`src/hdl/parallel_out_pkg.sv`:
```
// Constants for the dual parallel output ports.
// Assumes a single processing clock domain (mclk).
package parallel_out_pkg;
    // ------------------------------------------------------------
    // Widths and depths
    // ------------------------------------------------------------
    localparam int WORD_W = 16;
    localparam int SET_DEPTH = 7;
    localparam int PTR_W = 3;
    localparam int ITEM_COUNT = 5;
    localparam int IRQ_CYCLES = 8;
    localparam logic [3:0] IRQ_CNT_LOAD = 4'h8;
    // ------------------------------------------------------------
    // Direct source selections and item codes
    // ------------------------------------------------------------
    localparam logic [1:0] SRC_A_INPHASE = 2'h0;
    localparam logic [1:0] SRC_A_MAG = 2'h1;
    localparam logic [1:0] SRC_A_FREQ = 2'h2;
    localparam logic [1:0] SRC_B_QUAD = 2'h0;
    localparam logic [1:0] SRC_B_PHASE = 2'h1;
    localparam logic [1:0] SRC_B_MAG = 2'h2;
    localparam logic [2:0] ITEM_INPHASE = 3'h0;
    localparam logic [2:0] ITEM_QUAD = 3'h1;
    localparam logic [2:0] ITEM_MAG = 3'h2;
    localparam logic [2:0] ITEM_PHASE = 3'h3;
    localparam logic [2:0] ITEM_FREQ = 3'h4;
    localparam logic [15:0] WORD_RESET = 16'h0000;
endpackage

```
`src/hdl/dual_parallel_output_ports.sv`:
```
// Dual 16-bit parallel output ports: direct path and buffered data-set path.
// Assumes sample inputs are synchronous to mclk (the processing clock) and
// that lane enables and item select come from outside and are resynchronised.
`timescale 1ns/1ps
`default_nettype none
module dual_parallel_output_ports (
    input wire logic mclk,
    input wire logic rst_n,
    input wire logic sample_valid,
    input wire logic [15:0] sample_inphase,
    input wire logic [15:0] sample_quad,
    input wire logic [15:0] sample_mag,
    input wire logic [15:0] sample_phase,
    input wire logic [15:0] sample_freq,
    input wire logic [1:0] direct_a_select,
    input wire logic [1:0] direct_b_select,
    input wire logic b_low_direct,
    input wire logic buffer_advance,
    input wire logic [2:0] item_select,
    input wire logic bus_a_high_lane_enable_n,
    input wire logic bus_a_low_lane_enable_n,
    input wire logic bus_b_high_lane_enable_n,
    input wire logic bus_b_low_lane_enable_n,
    output logic [15:0] parallel_bus_a,
    output logic [15:0] parallel_bus_b,
    output logic [15:0] parallel_bus_a_oe,
    output logic [15:0] parallel_bus_b_oe,
    output logic direct_new_data_strobe,
    output logic buffer_ready_irq_n,
    output logic buffer_full,
    output logic [2:0] set_count
);
    // ------------------------------------------------------------
    // Format conversion
    // ------------------------------------------------------------
    logic [15:0] mag_fmt;
    assign mag_fmt = {1'b0, sample_mag[14:0]};

    // ------------------------------------------------------------
    // Direct path selection
    // ------------------------------------------------------------
    logic [15:0] next_direct_a;
    logic [15:0] next_direct_b;
    logic [15:0] direct_a;
    logic [15:0] direct_b;

    always_comb begin
        case (direct_a_select)
            parallel_out_pkg::SRC_A_INPHASE: next_direct_a = sample_inphase;
            parallel_out_pkg::SRC_A_MAG: next_direct_a = mag_fmt;
            parallel_out_pkg::SRC_A_FREQ: next_direct_a = sample_freq;
            default: next_direct_a = sample_inphase;
        endcase
        case (direct_b_select)
            parallel_out_pkg::SRC_B_QUAD: next_direct_b = sample_quad;
            parallel_out_pkg::SRC_B_PHASE: next_direct_b = sample_phase;
            parallel_out_pkg::SRC_B_MAG: next_direct_b = mag_fmt;
            default: next_direct_b = sample_quad;
        endcase
    end

    always_ff @(posedge mclk or negedge rst_n) begin
        if (!rst_n) begin
            direct_a <= parallel_out_pkg::WORD_RESET;
            direct_b <= parallel_out_pkg::WORD_RESET;
        end else if (sample_valid) begin
            direct_a <= next_direct_a;
            direct_b <= next_direct_b;
        end
    end

    // Strobe low in the first cycle the new word is on the bus
    always_ff @(posedge mclk or negedge rst_n) begin
        if (!rst_n) begin
            direct_new_data_strobe <= 1'b1;
        end else begin
            direct_new_data_strobe <= !sample_valid;
        end
    end

    // ------------------------------------------------------------
    // Pin input synchronisers (three stages, second and third agree)
    // ------------------------------------------------------------
    logic [6:0] pin_s1;
    logic [6:0] pin_s2;
    logic [6:0] pin_s3;
    logic [6:0] pin_val;
    logic adv_prev;

    always_ff @(posedge mclk or negedge rst_n) begin
        if (!rst_n) begin
            pin_s1 <= 7'h0F;
            pin_s2 <= 7'h0F;
            pin_s3 <= 7'h0F;
            pin_val <= 7'h0F;
        end else begin
            pin_s1 <= {item_select, bus_a_high_lane_enable_n, bus_a_low_lane_enable_n,
                       bus_b_high_lane_enable_n, bus_b_low_lane_enable_n};
            pin_s2 <= pin_s1;
            pin_s3 <= pin_s2;
            for (int i = 0; i < 7; i++) begin
                if (pin_s2[i] == pin_s3[i]) begin
                    pin_val[i] <= pin_s3[i];
                end
            end
        end
    end

    logic [2:0] item_sel;
    logic a_hi_en_n;
    logic a_lo_en_n;
    logic b_hi_en_n;
    logic b_lo_en_n;
    assign item_sel = pin_val[6:4];
    assign a_hi_en_n = pin_val[3];
    assign a_lo_en_n = pin_val[2];
    assign b_hi_en_n = pin_val[1];
    assign b_lo_en_n = pin_val[0];

    // ------------------------------------------------------------
    // Buffered data-set store
    // ------------------------------------------------------------
    // Flip-flop storage; a full store drops new sets rather than overwrite unread ones
    logic [15:0] store [parallel_out_pkg::SET_DEPTH][parallel_out_pkg::ITEM_COUNT];
    logic [2:0] wr_ptr;
    logic [2:0] rd_ptr;
    logic do_push;
    logic do_pop;
    logic was_empty;

    // Pop on the rising edge only, so a held advance takes one set
    assign do_push = sample_valid && (set_count != 3'(parallel_out_pkg::SET_DEPTH));
    assign do_pop = buffer_advance && !adv_prev && (set_count != 3'h0);
    assign buffer_full = (set_count == 3'(parallel_out_pkg::SET_DEPTH));
    assign was_empty = (set_count == 3'h0);

    function automatic logic [2:0] ptr_inc(input logic [2:0] p);
        ptr_inc = (p == 3'(parallel_out_pkg::SET_DEPTH - 1)) ? 3'h0 : p + 3'h1;
    endfunction

    always_ff @(posedge mclk) begin
        if (do_push) begin
            store[wr_ptr][parallel_out_pkg::ITEM_INPHASE] <= sample_inphase;
            store[wr_ptr][parallel_out_pkg::ITEM_QUAD] <= sample_quad;
            store[wr_ptr][parallel_out_pkg::ITEM_MAG] <= mag_fmt;
            store[wr_ptr][parallel_out_pkg::ITEM_PHASE] <= sample_phase;
            store[wr_ptr][parallel_out_pkg::ITEM_FREQ] <= sample_freq;
        end
    end

    always_ff @(posedge mclk or negedge rst_n) begin
        if (!rst_n) begin
            wr_ptr <= 3'h0;
            rd_ptr <= 3'h0;
            set_count <= 3'h0;
            adv_prev <= 1'b0;
        end else begin
            adv_prev <= buffer_advance;
            if (do_push) begin
                wr_ptr <= ptr_inc(wr_ptr);
            end
            if (do_pop) begin
                rd_ptr <= ptr_inc(rd_ptr);
            end
            case ({do_push, do_pop})
                2'b10: set_count <= set_count + 3'h1;
                2'b01: set_count <= set_count - 3'h1;
                default: set_count <= set_count;
            endcase
        end
    end

    // Ready interrupt: eight cycles low when a set first becomes available
    // A refill right after emptying restarts the full eight cycles
    logic [3:0] irq_cnt;
    always_ff @(posedge mclk or negedge rst_n) begin
        if (!rst_n) begin
            irq_cnt <= 4'h0;
        end else if (do_push && was_empty) begin
            irq_cnt <= parallel_out_pkg::IRQ_CNT_LOAD;
        end else if (irq_cnt != 4'h0) begin
            irq_cnt <= irq_cnt - 4'h1;
        end
    end
    assign buffer_ready_irq_n = (irq_cnt == 4'h0);

    // ------------------------------------------------------------
    // Bus assembly and lane enables
    // ------------------------------------------------------------
    // Registered: low bytes follow a new select or pop one cycle later
    logic [15:0] next_buf_word;
    logic [15:0] buf_word;
    always_comb begin
        if (was_empty || item_sel >= 3'(parallel_out_pkg::ITEM_COUNT)) begin
            next_buf_word = parallel_out_pkg::WORD_RESET;
        end else begin
            next_buf_word = store[rd_ptr][item_sel];
        end
    end

    always_ff @(posedge mclk or negedge rst_n) begin
        if (!rst_n) begin
            buf_word <= parallel_out_pkg::WORD_RESET;
        end else begin
            buf_word <= next_buf_word;
        end
    end

    // Drive enables only; the three-state pads sit outside this block
    assign parallel_bus_a = {direct_a[15:8], buf_word[15:8]};
    assign parallel_bus_b = {direct_b[15:8], b_low_direct ? direct_b[7:0] : buf_word[7:0]};
    assign parallel_bus_a_oe = {{8{!a_hi_en_n}}, {8{!a_lo_en_n}}};
    assign parallel_bus_b_oe = {{8{!b_hi_en_n}}, {8{!b_lo_en_n}}};

    // ------------------------------------------------------------
    // Assertions
    // ------------------------------------------------------------
    a_strobe_one_cycle: assert property (@(posedge mclk) disable iff (!rst_n)
        !direct_new_data_strobe && !sample_valid |=> direct_new_data_strobe)
        else $error("new-data strobe longer than the data update");
    a_strobe_follows_sample: assert property (@(posedge mclk) disable iff (!rst_n)
        sample_valid |=> !direct_new_data_strobe && direct_a == $past(next_direct_a))
        else $error("direct word or strobe missing after sample");
    a_high_byte_a: assert property (@(posedge mclk) disable iff (!rst_n)
        parallel_bus_a[15:8] == direct_a[15:8])
        else $error("bus A high byte not direct data");
    a_mag_msb_zero: assert property (@(posedge mclk) disable iff (!rst_n)
        sample_valid && direct_a_select == parallel_out_pkg::SRC_A_MAG |=> !parallel_bus_a[15])
        else $error("magnitude MSB not zero");
    a_store_limit: assert property (@(posedge mclk) disable iff (!rst_n)
        set_count <= 3'(parallel_out_pkg::SET_DEPTH))
        else $error("store holds more than seven sets");
    a_irq_eight_low: assert property (@(posedge mclk) disable iff (!rst_n)
        do_push && was_empty |=> !buffer_ready_irq_n [*8])
        else $error("ready interrupt not eight cycles");
    a_irq_release: assert property (@(posedge mclk) disable iff (!rst_n)
        irq_cnt == 4'h1 && !(do_push && was_empty) |=> buffer_ready_irq_n)
        else $error("ready interrupt held past eight cycles");
    a_b_low_direct: assert property (@(posedge mclk) disable iff (!rst_n)
        b_low_direct |-> parallel_bus_b[7:0] == direct_b[7:0])
        else $error("bus B low byte not direct");
    a_lane_release: assert property (@(posedge mclk) disable iff (!rst_n)
        a_lo_en_n |-> parallel_bus_a_oe[7:0] == 8'h00)
        else $error("bus A low lane driven while disabled");
    a_count_tracks: assert property (@(posedge mclk) disable iff (!rst_n)
        do_push && !do_pop |=> set_count == $past(set_count) + 3'h1)
        else $error("set count did not advance on push");
    a_pop_count: assert property (@(posedge mclk) disable iff (!rst_n)
        do_pop && !do_push |=> set_count == $past(set_count) - 3'h1)
        else $error("set count did not drop on pop");
    a_full_drops: assert property (@(posedge mclk) disable iff (!rst_n)
        buffer_full && sample_valid && !do_pop |=> buffer_full && wr_ptr == $past(wr_ptr))
        else $error("full store accepted another set");
    a_strobe_after_sample: assert property (@(posedge mclk) disable iff (!rst_n)
        !direct_new_data_strobe |-> $past(sample_valid))
        else $error("new-data strobe without a sample");
    a_direct_hold: assert property (@(posedge mclk) disable iff (!rst_n)
        !sample_valid |=> $stable(direct_a) && $stable(direct_b))
        else $error("direct word changed without a sample");
    a_high_byte_b: assert property (@(posedge mclk) disable iff (!rst_n)
        parallel_bus_b[15:8] == direct_b[15:8])
        else $error("bus B high byte not direct data");
    a_buf_low_bytes: assert property (@(posedge mclk) disable iff (!rst_n)
        !b_low_direct |->
            parallel_bus_a[7:0] == buf_word[15:8] && parallel_bus_b[7:0] == buf_word[7:0])
        else $error("low bytes not the buffered word");
    a_empty_reads_zero: assert property (@(posedge mclk) disable iff (!rst_n)
        was_empty |=> buf_word == parallel_out_pkg::WORD_RESET)
        else $error("empty store read not zero");
    a_item_range: assert property (@(posedge mclk) disable iff (!rst_n)
        item_sel >= 3'(parallel_out_pkg::ITEM_COUNT) |=>
            buf_word == parallel_out_pkg::WORD_RESET)
        else $error("unused item select not zero");
    a_lane_b_release: assert property (@(posedge mclk) disable iff (!rst_n)
        b_hi_en_n |-> parallel_bus_b_oe[15:8] == 8'h00)
        else $error("bus B high lane driven while disabled");

    // ------------------------------------------------------------
    // Cover points
    // ------------------------------------------------------------
    c_back_to_back: cover property (@(posedge mclk) disable iff (!rst_n)
        sample_valid ##1 sample_valid);
    c_direct_update: cover property (@(posedge mclk) disable iff (!rst_n)
        sample_valid ##1 !direct_new_data_strobe);
    c_store_full: cover property (@(posedge mclk) disable iff (!rst_n) buffer_full);
    c_pop_set: cover property (@(posedge mclk) disable iff (!rst_n) do_pop);
    c_irq_fire: cover property (@(posedge mclk) disable iff (!rst_n)
        $fell(buffer_ready_irq_n));
endmodule
`default_nettype wire

```
`config.mk`:
```
export PLATFORM = sky130hd
export DESIGN_NAME = dual_parallel_output_ports
export DESIGN_NICKNAME = d
export VERILOG_FILES = /design/src/hdl/parallel_out_pkg.sv /design/src/hdl/dual_parallel_output_ports.sv
export SDC_FILE = /design/constraint.sdc
export NUM_CORES = 1
export LEC_CHECK = 0
export ABC_AREA = 1
export BUFFER_PORTS_ARGS = -buffer_cell sky130_fd_sc_hd__buf_2
export CAP_MARGIN = 20
export CORE_MARGIN = 2
export CORE_UTILIZATION = 39
export DETAILED_ROUTE_END_ITERATION = 8
export PLACE_DENSITY_LB_ADDON = 0.05
export SLEW_MARGIN = 30
export SYNTH_ARGS = -nofsm -noshare
export SYNTH_HDL_FRONTEND = slang
export SYNTH_SLANG_ARGS = --single-unit
export TNS_END_PERCENT = 20
```
`constraint.sdc`:
```
create_clock -name mclk -period 7.48 [get_ports mclk]
set_input_delay 1.122 -clock mclk [delete_from_list [all_inputs] [get_ports mclk]]
set_output_delay 1.122 -clock mclk [all_outputs]
set_load 0.005 [all_outputs]
```
# After elaboration in Yosys (flattened, before gate mapping)
# Memory sizes are Yosys's and may differ from the RTL's.
# Index checks and enable logic that the tools add are counted.
# Widths: inputs -> output; s select.
word_totals:
  ff_bits: 91
  latch_bits: 0
  mem_bits_rw: 553
  mem_bits_ro: 0
  input_bits: 96
  output_inout_bits: 70
  word_cells: 76
  memories: 1
mem_list:
  columns: ["memory", "depth", "width", "rd", "rd_clocked_by_memory_dff", "wr", "line_no", "text"]
  rows:
  - ["store", 7, 79, 1, 0, 1, "dual_parallel_output_ports.sv:124", "logic [15:0] store [parallel_out_pkg::SET_DEPTH][parallel_out_pkg::ITEM_COUNT];"]
op_classes:
  add_sub_neg: 5
  mul: 0
  n_div: 0
  order_cmp: 2
  n_eq_ne: 17
  shifts: 0
  n_mux: 14
  n_bitwise: 1
  n_reduce_logical: 17
ops:
  columns: ["cell", "n"]
  rows:
  - ["$pmux 16 s2", 2]
  - ["$bmux 16 s3", 1]
  - ["$mux 16", 3]
  - ["$add 3x1->3 const B", 3]
  - ["$eq 3x3->1 const B", 3]
  - ["$mux 4", 2]
  - ["$mux 8", 1]
  - ["$eq 1x1->1", 7]
  - ["$eq 2x1->1 const B", 3]
  - ["$eq 2x2->1 const B", 3]
  - ["$logic_not 1->1", 6]
  - ["$mux 3", 2]
  - ["$pmux 3 s2", 1]
  - ["$ge 4x4->1 const B", 1]
  - ["$logic_and 1x1->1", 4]
  - ["$logic_not 4->1", 1]
  - ["$not 3->4", 1]
  - ["$reduce_bool 2->1", 2]
  - ["$reduce_bool 4->1", 1]
  - ["$sub 4x1->4 const B", 1]
  - ["$ge 3x3->1 const B", 1]
  - ["$logic_not 3->1", 1]
  - ["$ne 3x3->1 const B", 1]
  - ["$reduce_bool 3->1", 1]
  - ["other kinds (3)", 4]

# Logic depth before layout (Yosys ltp)
# Gate-level depths: netlist (run 1).
logic_depth:
  depth_word: 5
  mapped_depth: 13
  ltp_nobuf: 11

# Worst setup path after synthesis (run 1)
# OpenSTA, ideal clock, no wires.
synth_path:
  path_kind: "input -> register"
  start: "in sample_valid"
  end: "mem store[1][0] (netlist name), enable pin"
  setup_time_ns: 0.517
  t_arrival_ns: 4.747
  required_ns: 6.963
  slack_ns: 2.216
  cell_stages: 4
  path_buffers: 0
  path_cell_list: "nand2_1 inv_1 nand2_1 nor2_1"
synth_via:
  elab_chain_len: 3
synth_lines:
  columns: ["item", "line_no", "text"]
  rows:
  - ["start, declared", "dual_parallel_output_ports.sv:9", "input wire logic sample_valid,"]
  - ["$logic_and 1x1->1", "dual_parallel_output_ports.sv:132", "assign do_push = sample_valid && (set_count != 3'(parallel_out_pkg::SET_DEPTH));"]
  - ["$mux 1", "dual_parallel_output_ports.sv:142", "if (do_push) begin"]
  - ["$mux 1 (implied by the code)", "dual_parallel_output_ports.sv:147", "store[wr_ptr][parallel_out_pkg::ITEM_FREQ] <= sample_freq;"]
  - ["end, declared", "dual_parallel_output_ports.sv:124", null]
# No other way between the ends.

# Worst setup path after layout (run 1)
layout_path:
  start: "in sample_valid"
  end: "mem store[4][45] (netlist name), enable pin"
layout_via:
  elab_chain_len: 3
layout_lines:
  columns: ["item", "line_no", "text"]
  rows:
  - ["$logic_and 1x1->1", "dual_parallel_output_ports.sv:132", null]
  - ["$mux 1", "dual_parallel_output_ports.sv:142", null]
  - ["$mux 1 (implied by the code)", "dual_parallel_output_ports.sv:145", "store[wr_ptr][parallel_out_pkg::ITEM_MAG] <= mag_fmt;"]
# No other way between the ends.

==> results of run 1 <==
[power breakdown]
part           switching, mW  total [mW]  internal [mW]
clock                   1.42        3.53           2.11
combinational           2.32        3.21          0.893
sequential             0.175        4.59           4.42
[worst reg2reg max path, stage by stage, from the launching register on]
cell     delay, ns
dfrtp_4       0.68
inv_6         0.63
buf_4         0.92
nor2_1        0.16
nor2_1        0.12
nand2_1       0.06
nand2_1       0.06
nor2_1        0.06
nor2_1        0.10
nand2_1       0.15
a21oi_1       0.47
[per-stage QoR]
step	utilization	hold slack (ns)	instance area [sq um]	std cells
after floorplan	-	0.331	26900	2514
after global placement	0.412	0.343	28200	3429
after detailed placement	0.413	0.344	28300	3432
after CTS	0.447	0.355	30600	3565
after global routing	0.447	0.356	30600	3567
final	0.448	0.352	30600	3568
[placed cells by master, fill, tap and decap left out, types with 12 or more instances in the layout]
master	n
a21oi_1	113
nor2_1	248
o21ai_1	13
nand3_1	179
o21ai_0	27
clkinv_1	12
inv_1	190
or2_2	13
dfrtp_1	64
dfstp_2	17
clkbuf_1	23
edfxtp_1	553
clkbuf_16	78
buf_4	26
buf_2	163
nand2_1	872
[cell families after synthesis]
kind of cell,count (synthesis),share of synthesized area
adders and majority gates,14,0.00614
and+or+nand+nor,1328,0.196
buffers and inverters,357,0.0657
AOI/OAI and AO/OA,167,0.0327
xor gates and xnor gates,4,0.00130
DFF,636,0.695
muxes,8,0.00335
[metal layers]
layer	global-route usage	share of wire	vias up
met2	0.343	0.46	436
met4	0.0578	0.024	8
met3	0.0417	0.058	121
met1	0.302	0.46	8462
li1	-	-	8449
met5	0	0.00067	-
[state kept, by name, indices dropped and copies added (netlist names), 4 cells and up]
name	count
store	553
buf_word	16
direct_b	16
direct_a	8
pin_s1	7
pin_s2	7
pin_s3	7
pin_val	7
irq_cnt	4
[final cells by class]
class | count | area share
antenna | 3 | 0.000245
inverter | 195 | 0.0242
multi-input combinational | 1521 | 0.212
clock inverter | 25 | 0.00751
tap | 882 | 0.0360
timing repair buffer | 198 | 0.0396
clock buffer | 108 | 0.0697
sequential | 636 | 0.611
[final timing paths]
check	to	slack [ns]	depth (start not counted)
worst max-delay path	store[4][45]	3.77	7
worst min-delay path	pin_s2[6]	0.35	0
worst max register to register	buf_word[8]	3.91	10
worst min register to register	pin_s2[6]	0.35	0
max in group asynchronous	rd_ptr[0]	5.71	2
min in group asynchronous	pin_val[4]	0.47	1
==> impl_metrics.toml, run 1 <==
[sta]
rsz0062_at_grt = "no"
setup_ws_ns = 3.77
relSlewSlack = 0.359
worst_pin_slew_ns = 0.962
fmax_mhz = 270
final.min_clock_period_ns = 3.71
setup_viol = 0
finalSetupTns_ns = 0
drv_slew = 0
hold_viol_final = 0
period_share = 0.496
fin_worst_skew_ns = 0.0291

[setup_path]
cp_data_arrival_time_ns = 3.95
crit_fanout = 54
crit_type = "input pin to flop"
worstPathRequired_ns = 7.72
crit_chain = "buf_2 > nand2_1 > inv_1 > nand2_1 > nor2_4 > buf_4 > buf_4"
startpoint = "sample_valid"
crit_slowest_cell = "buf_4"
worstReg2RegStart = "rd_ptr[1]"
path_buf_inv = 4
crit_family = "buffers and inverters"
max_stage_delay_ns = 0.74
crit_path_start_kind = "input pin"
critPathCaptureType = "flop"

[route]
first_iter_violations = 1167
wl_um = 76200
via_per_inst = 4.90
drtPass1Iterations = 5
drtAntennaViolNets = 0
wl_per_cell_um = 21.4
drc_errors = 0
vias = 17500

[placement]
hpwl_um = 43300
port_buffers = 164
gp_congestion = 0.779
pre_cts_slack_ns = 3.14

[clocking]
clkSlewWorstSetupHoldPaths_ns = 0.06
cts_tree = "done"
clock_tree.root_cell = "clkbuf_16"
cts-buffers-inserted = 73
cts_hold_buf = 0
postCtsSetupRepairBufs = 0
cts_resized = 0
cts_sinks = 636
insertion_delay_ns = 0.61
htreeDepth = 3
clk_path_buf_depth = 3

[floorplan]
io_pins = 166
start_util = 0.393
die_h_um = 267
rows = 96
die_area_sq_um = 71100
design.core.area_sq_um = 68500
die_w_um = 267

[yosys]
synth_largest_area_cell = "edfxtp_1"
ys_top_cells_by_count = "nand2_1 (872), edfxtp_1 (553), nor2_1 (256), inv_1 (190), nand3_1 (179)"
synth_fp_nets = 2617
syn_avg_cell_area_sq_um = 10.7
synthDistinctLibCells = 34
yosysSeqAreaShare = 0.695
synthesis.area_sq_um = 26900
async_flop_share = 0.131
synth-main-ff-cell = "edfxtp_1"
synth_edf_count = 553
yosysMostFrequentCell = "nand2_1"
synth_cells = 2514
ys_seq_elements = 636
synth_top_area_frac = 0.617
yosysWarnings = 0
synthTopCellsByArea = "edfxtp_1 (62%), nand2_1 (12%), dfrtp_1 (6.1%)"

[hold_path]
hp-start = "pin_s1[6]"
hp-class = "flop to flop"

[finish]
multi_input_area_sq_um = 6500
nNetsFinal = 2728
nFillCells = 6393
drive_gt1_frac = 0.132
regArea_sq_um = 18700
area_growth_syn_to_layout_pct = 13.9

[flow_run]
cap_violations = 0

[global_routing]
grt_overflow_total = 0
grt_pass1_wl_um = 112000
grt_max_degree = 126
grt_usage = 0.215
grt_pass1_vias = 16900
antenna_found_initial = 11

[status]
status = "finished clean"

[power_and_ir_drop]
p_leak_nw = 12.5
total_power_mw = 11.3
p_per_area_nw_per_um2 = 370
peakVddDrop_mv = 0.237
No activity file was read; power rests on OpenSTA's default activity.
==> run 2, diff against run 1 <==
==> constraint.sdc (replaced) <==
create_clock -name mclk -period 3.49 [get_ports mclk]
set_input_delay 0.5235 -clock mclk [delete_from_list [all_inputs] [get_ports mclk]]
set_output_delay 0.5235 -clock mclk [all_outputs]
set_load 0.005 [all_outputs]
==> run 2 against run 1 <==
Compared with the run above: global-route usage grew 0.094 points; final cell count grew 0.64%; total power grew 110%; final area grew 0.37%; flip-flop and latch count is the same; count of clock-buffer cells in the layout shrank 10; via count grew 0.93%; critical path type is now flop to flop; largest cell class unchanged; utilization grew 0.17 points.
==> impl_metrics.toml, run 2 (synthesized netlist as in run 1, its figures left out) <==
[floorplan]
die_area_sq_um = 71100
die_w_um = 267
die_h_um = 267
design.core.area_sq_um = 68500
io_pins = 166
start_util = 0.393
rows = 96

[route]
wl_per_cell_um = 21.3
drtPass1Iterations = 5
vias = 17600
drtAntennaViolNets = 0
drc_errors = 0
via_per_inst = 4.91
first_iter_violations = 1135
wl_um = 76500

[global_routing]
met1_usage = 0.301
grt_usage = 0.216
grt_overflow_total = 0
antenna_found_initial = 9
grt_pass1_vias = 17200
grt_pass1_wl_um = 112000
grt_util_met2 = 0.342
grt_max_degree = 166
busiest_layer = "met2"
grt.met3_usage = 0.0392

[setup_path]
reg2reg_to = "buf_word[2]"
worst_r2r_path_depth = 8
crit_type = "flop to flop"
crit_fanout = 87
r2r_setup_slack_ns = 0.97
startpoint = "rd_ptr[1]"
cp_data_arrival_time_ns = 3.06
crit_path_start_kind = "flop"
worstPathRequired_ns = 4.03
critPathCaptureType = "flop"
worstReg2RegStart = "rd_ptr[1]"

[finish]
drive_gt1_frac = 0.136
layout_commonest_cell = "nand2_1"
nNetsFinal = 2752
largest_reg_flops = 553
final_cell_mix = "nand2_1 (872), edfxtp_1 (553), nor2_1 (249)"
regArea_sq_um = 18700
area_growth_syn_to_layout_pct = 14.3
layoutNonFillerInstCount = 3591
top_regs = "store: 553 flops, buf_word: 16 flops, direct_b: 16 flops"
multi_input_area_sq_um = 6490
nFillCells = 6479
regMostFlops = "store"

[placement]
pre_cts_slack_ns = 0.983
gp_congestion = 0.752
hpwl_um = 44200
dp_cells = 3449
port_buffers = 164

[flow_run]
cap_violations = 0

[power_and_ir_drop]
peakVddDrop_mv = 0.529
p_leak_nw = 12.5
p_per_area_nw_per_um2 = 786
total_power_mw = 24.2

[hold_path]
holdPathStages = 1
whs_endpoint = "adv_prev"
hp-start = "buffer_advance"
hp-class = "input pin to flop"

[sta]
setup_ws_ns = 0.966
fin_worst_skew_ns = 0.0264
drv_slew = 0
relSlewSlack = 0.403
worst_pin_slew_ns = 0.890
fmax_mhz = 396
period_share = 0.723
setup_viol = 0
hold_viol_final = 0
final.min_clock_period_ns = 2.52
rsz0062_at_grt = "no"

[clocking]
cts-buffers-inserted = 72
clk_path_buf_depth = 3
insertion_delay_ns = 0.62
htreeDepth = 3
clock_tree.root_cell = "clkbuf_16"
cts_sinks = 636
clkSlewWorstSetupHoldPaths_ns = 0.06
cts_resized = 0
cts_tree = "done"

[status]
status = "finished clean"
==> run 2: worst max path at each step <==
stage | end | slack, ns | depth (start not counted)
2_1_floorplan | store[1][0] | -1.19 | 5
3_3_place_gp | buf_word[2] | 0.99 | 10
3_5_place_dp | buf_word[2] | 0.98 | 8
4_1_cts | buf_word[2] | 0.98 | 8
5_1_grt | buf_word[13] | 0.77 | 11
6_report | buf_word[2] | 0.97 | 8
==> run 2: area by class of cell <==
cell class / instances / share of cell area
tap: 882 / 0.0359
sequential: 636 / 0.608
clock buffer: 98 / 0.0644
inverter: 195 / 0.0241
clock inverter: 32 / 0.00793
multi-input combinational: 1521 / 0.211
antenna: 4 / 0.000325
timing repair buffer: 223 / 0.0479
==> run 2: per-stage QoR <==
stage                     instance area (sq um)  hold slack [ns]  utilization  TNS, ns
after floorplan                           26900            0.228            -  -617.52
after global placement                    28400            0.340        0.415        0
after detailed placement                  28400            0.335        0.415        0
after CTS                                 30700           0.0194        0.449        0
after global routing                      30700           0.0430        0.449        0
final                                     30800           0.0563        0.449        0
==> run 2: power by group <==
part | switching, mW | internal (mW) | total (mW)
Clock | 3.03 | 4.20 | 7.23
Sequential | 0.329 | 9.47 | 9.79
Combinational | 5.10 | 2.04 | 7.14
Total | 8.46 | 15.7 | 24.2
==> run 2: layer usage <==
layer | wire length, um | vias to the layer above
li1 | - | 8498
met1 | 34800 | 8522
met2 | 34700 | 499
met3 | 4890 | 114
met4 | 2080 | 6
met5 | 34 | -
==> run 2: worst max-delay path, stage by stage (launching register included) <==
cell and delay, ns:
dfrtp_4 0.51, inv_6 0.53, buf_12 0.37, nor2_1 0.07
nor2_1 0.09, a21oi_1 0.07, nand2_1 0.22, nand3_1 0.24
a21oi_1 0.23
==> run 2: timing repair <==
action	in CTS	in global routing
endpoints found under the hold margin	38	0
hold buffers	8	0
buffers inserted	0	0
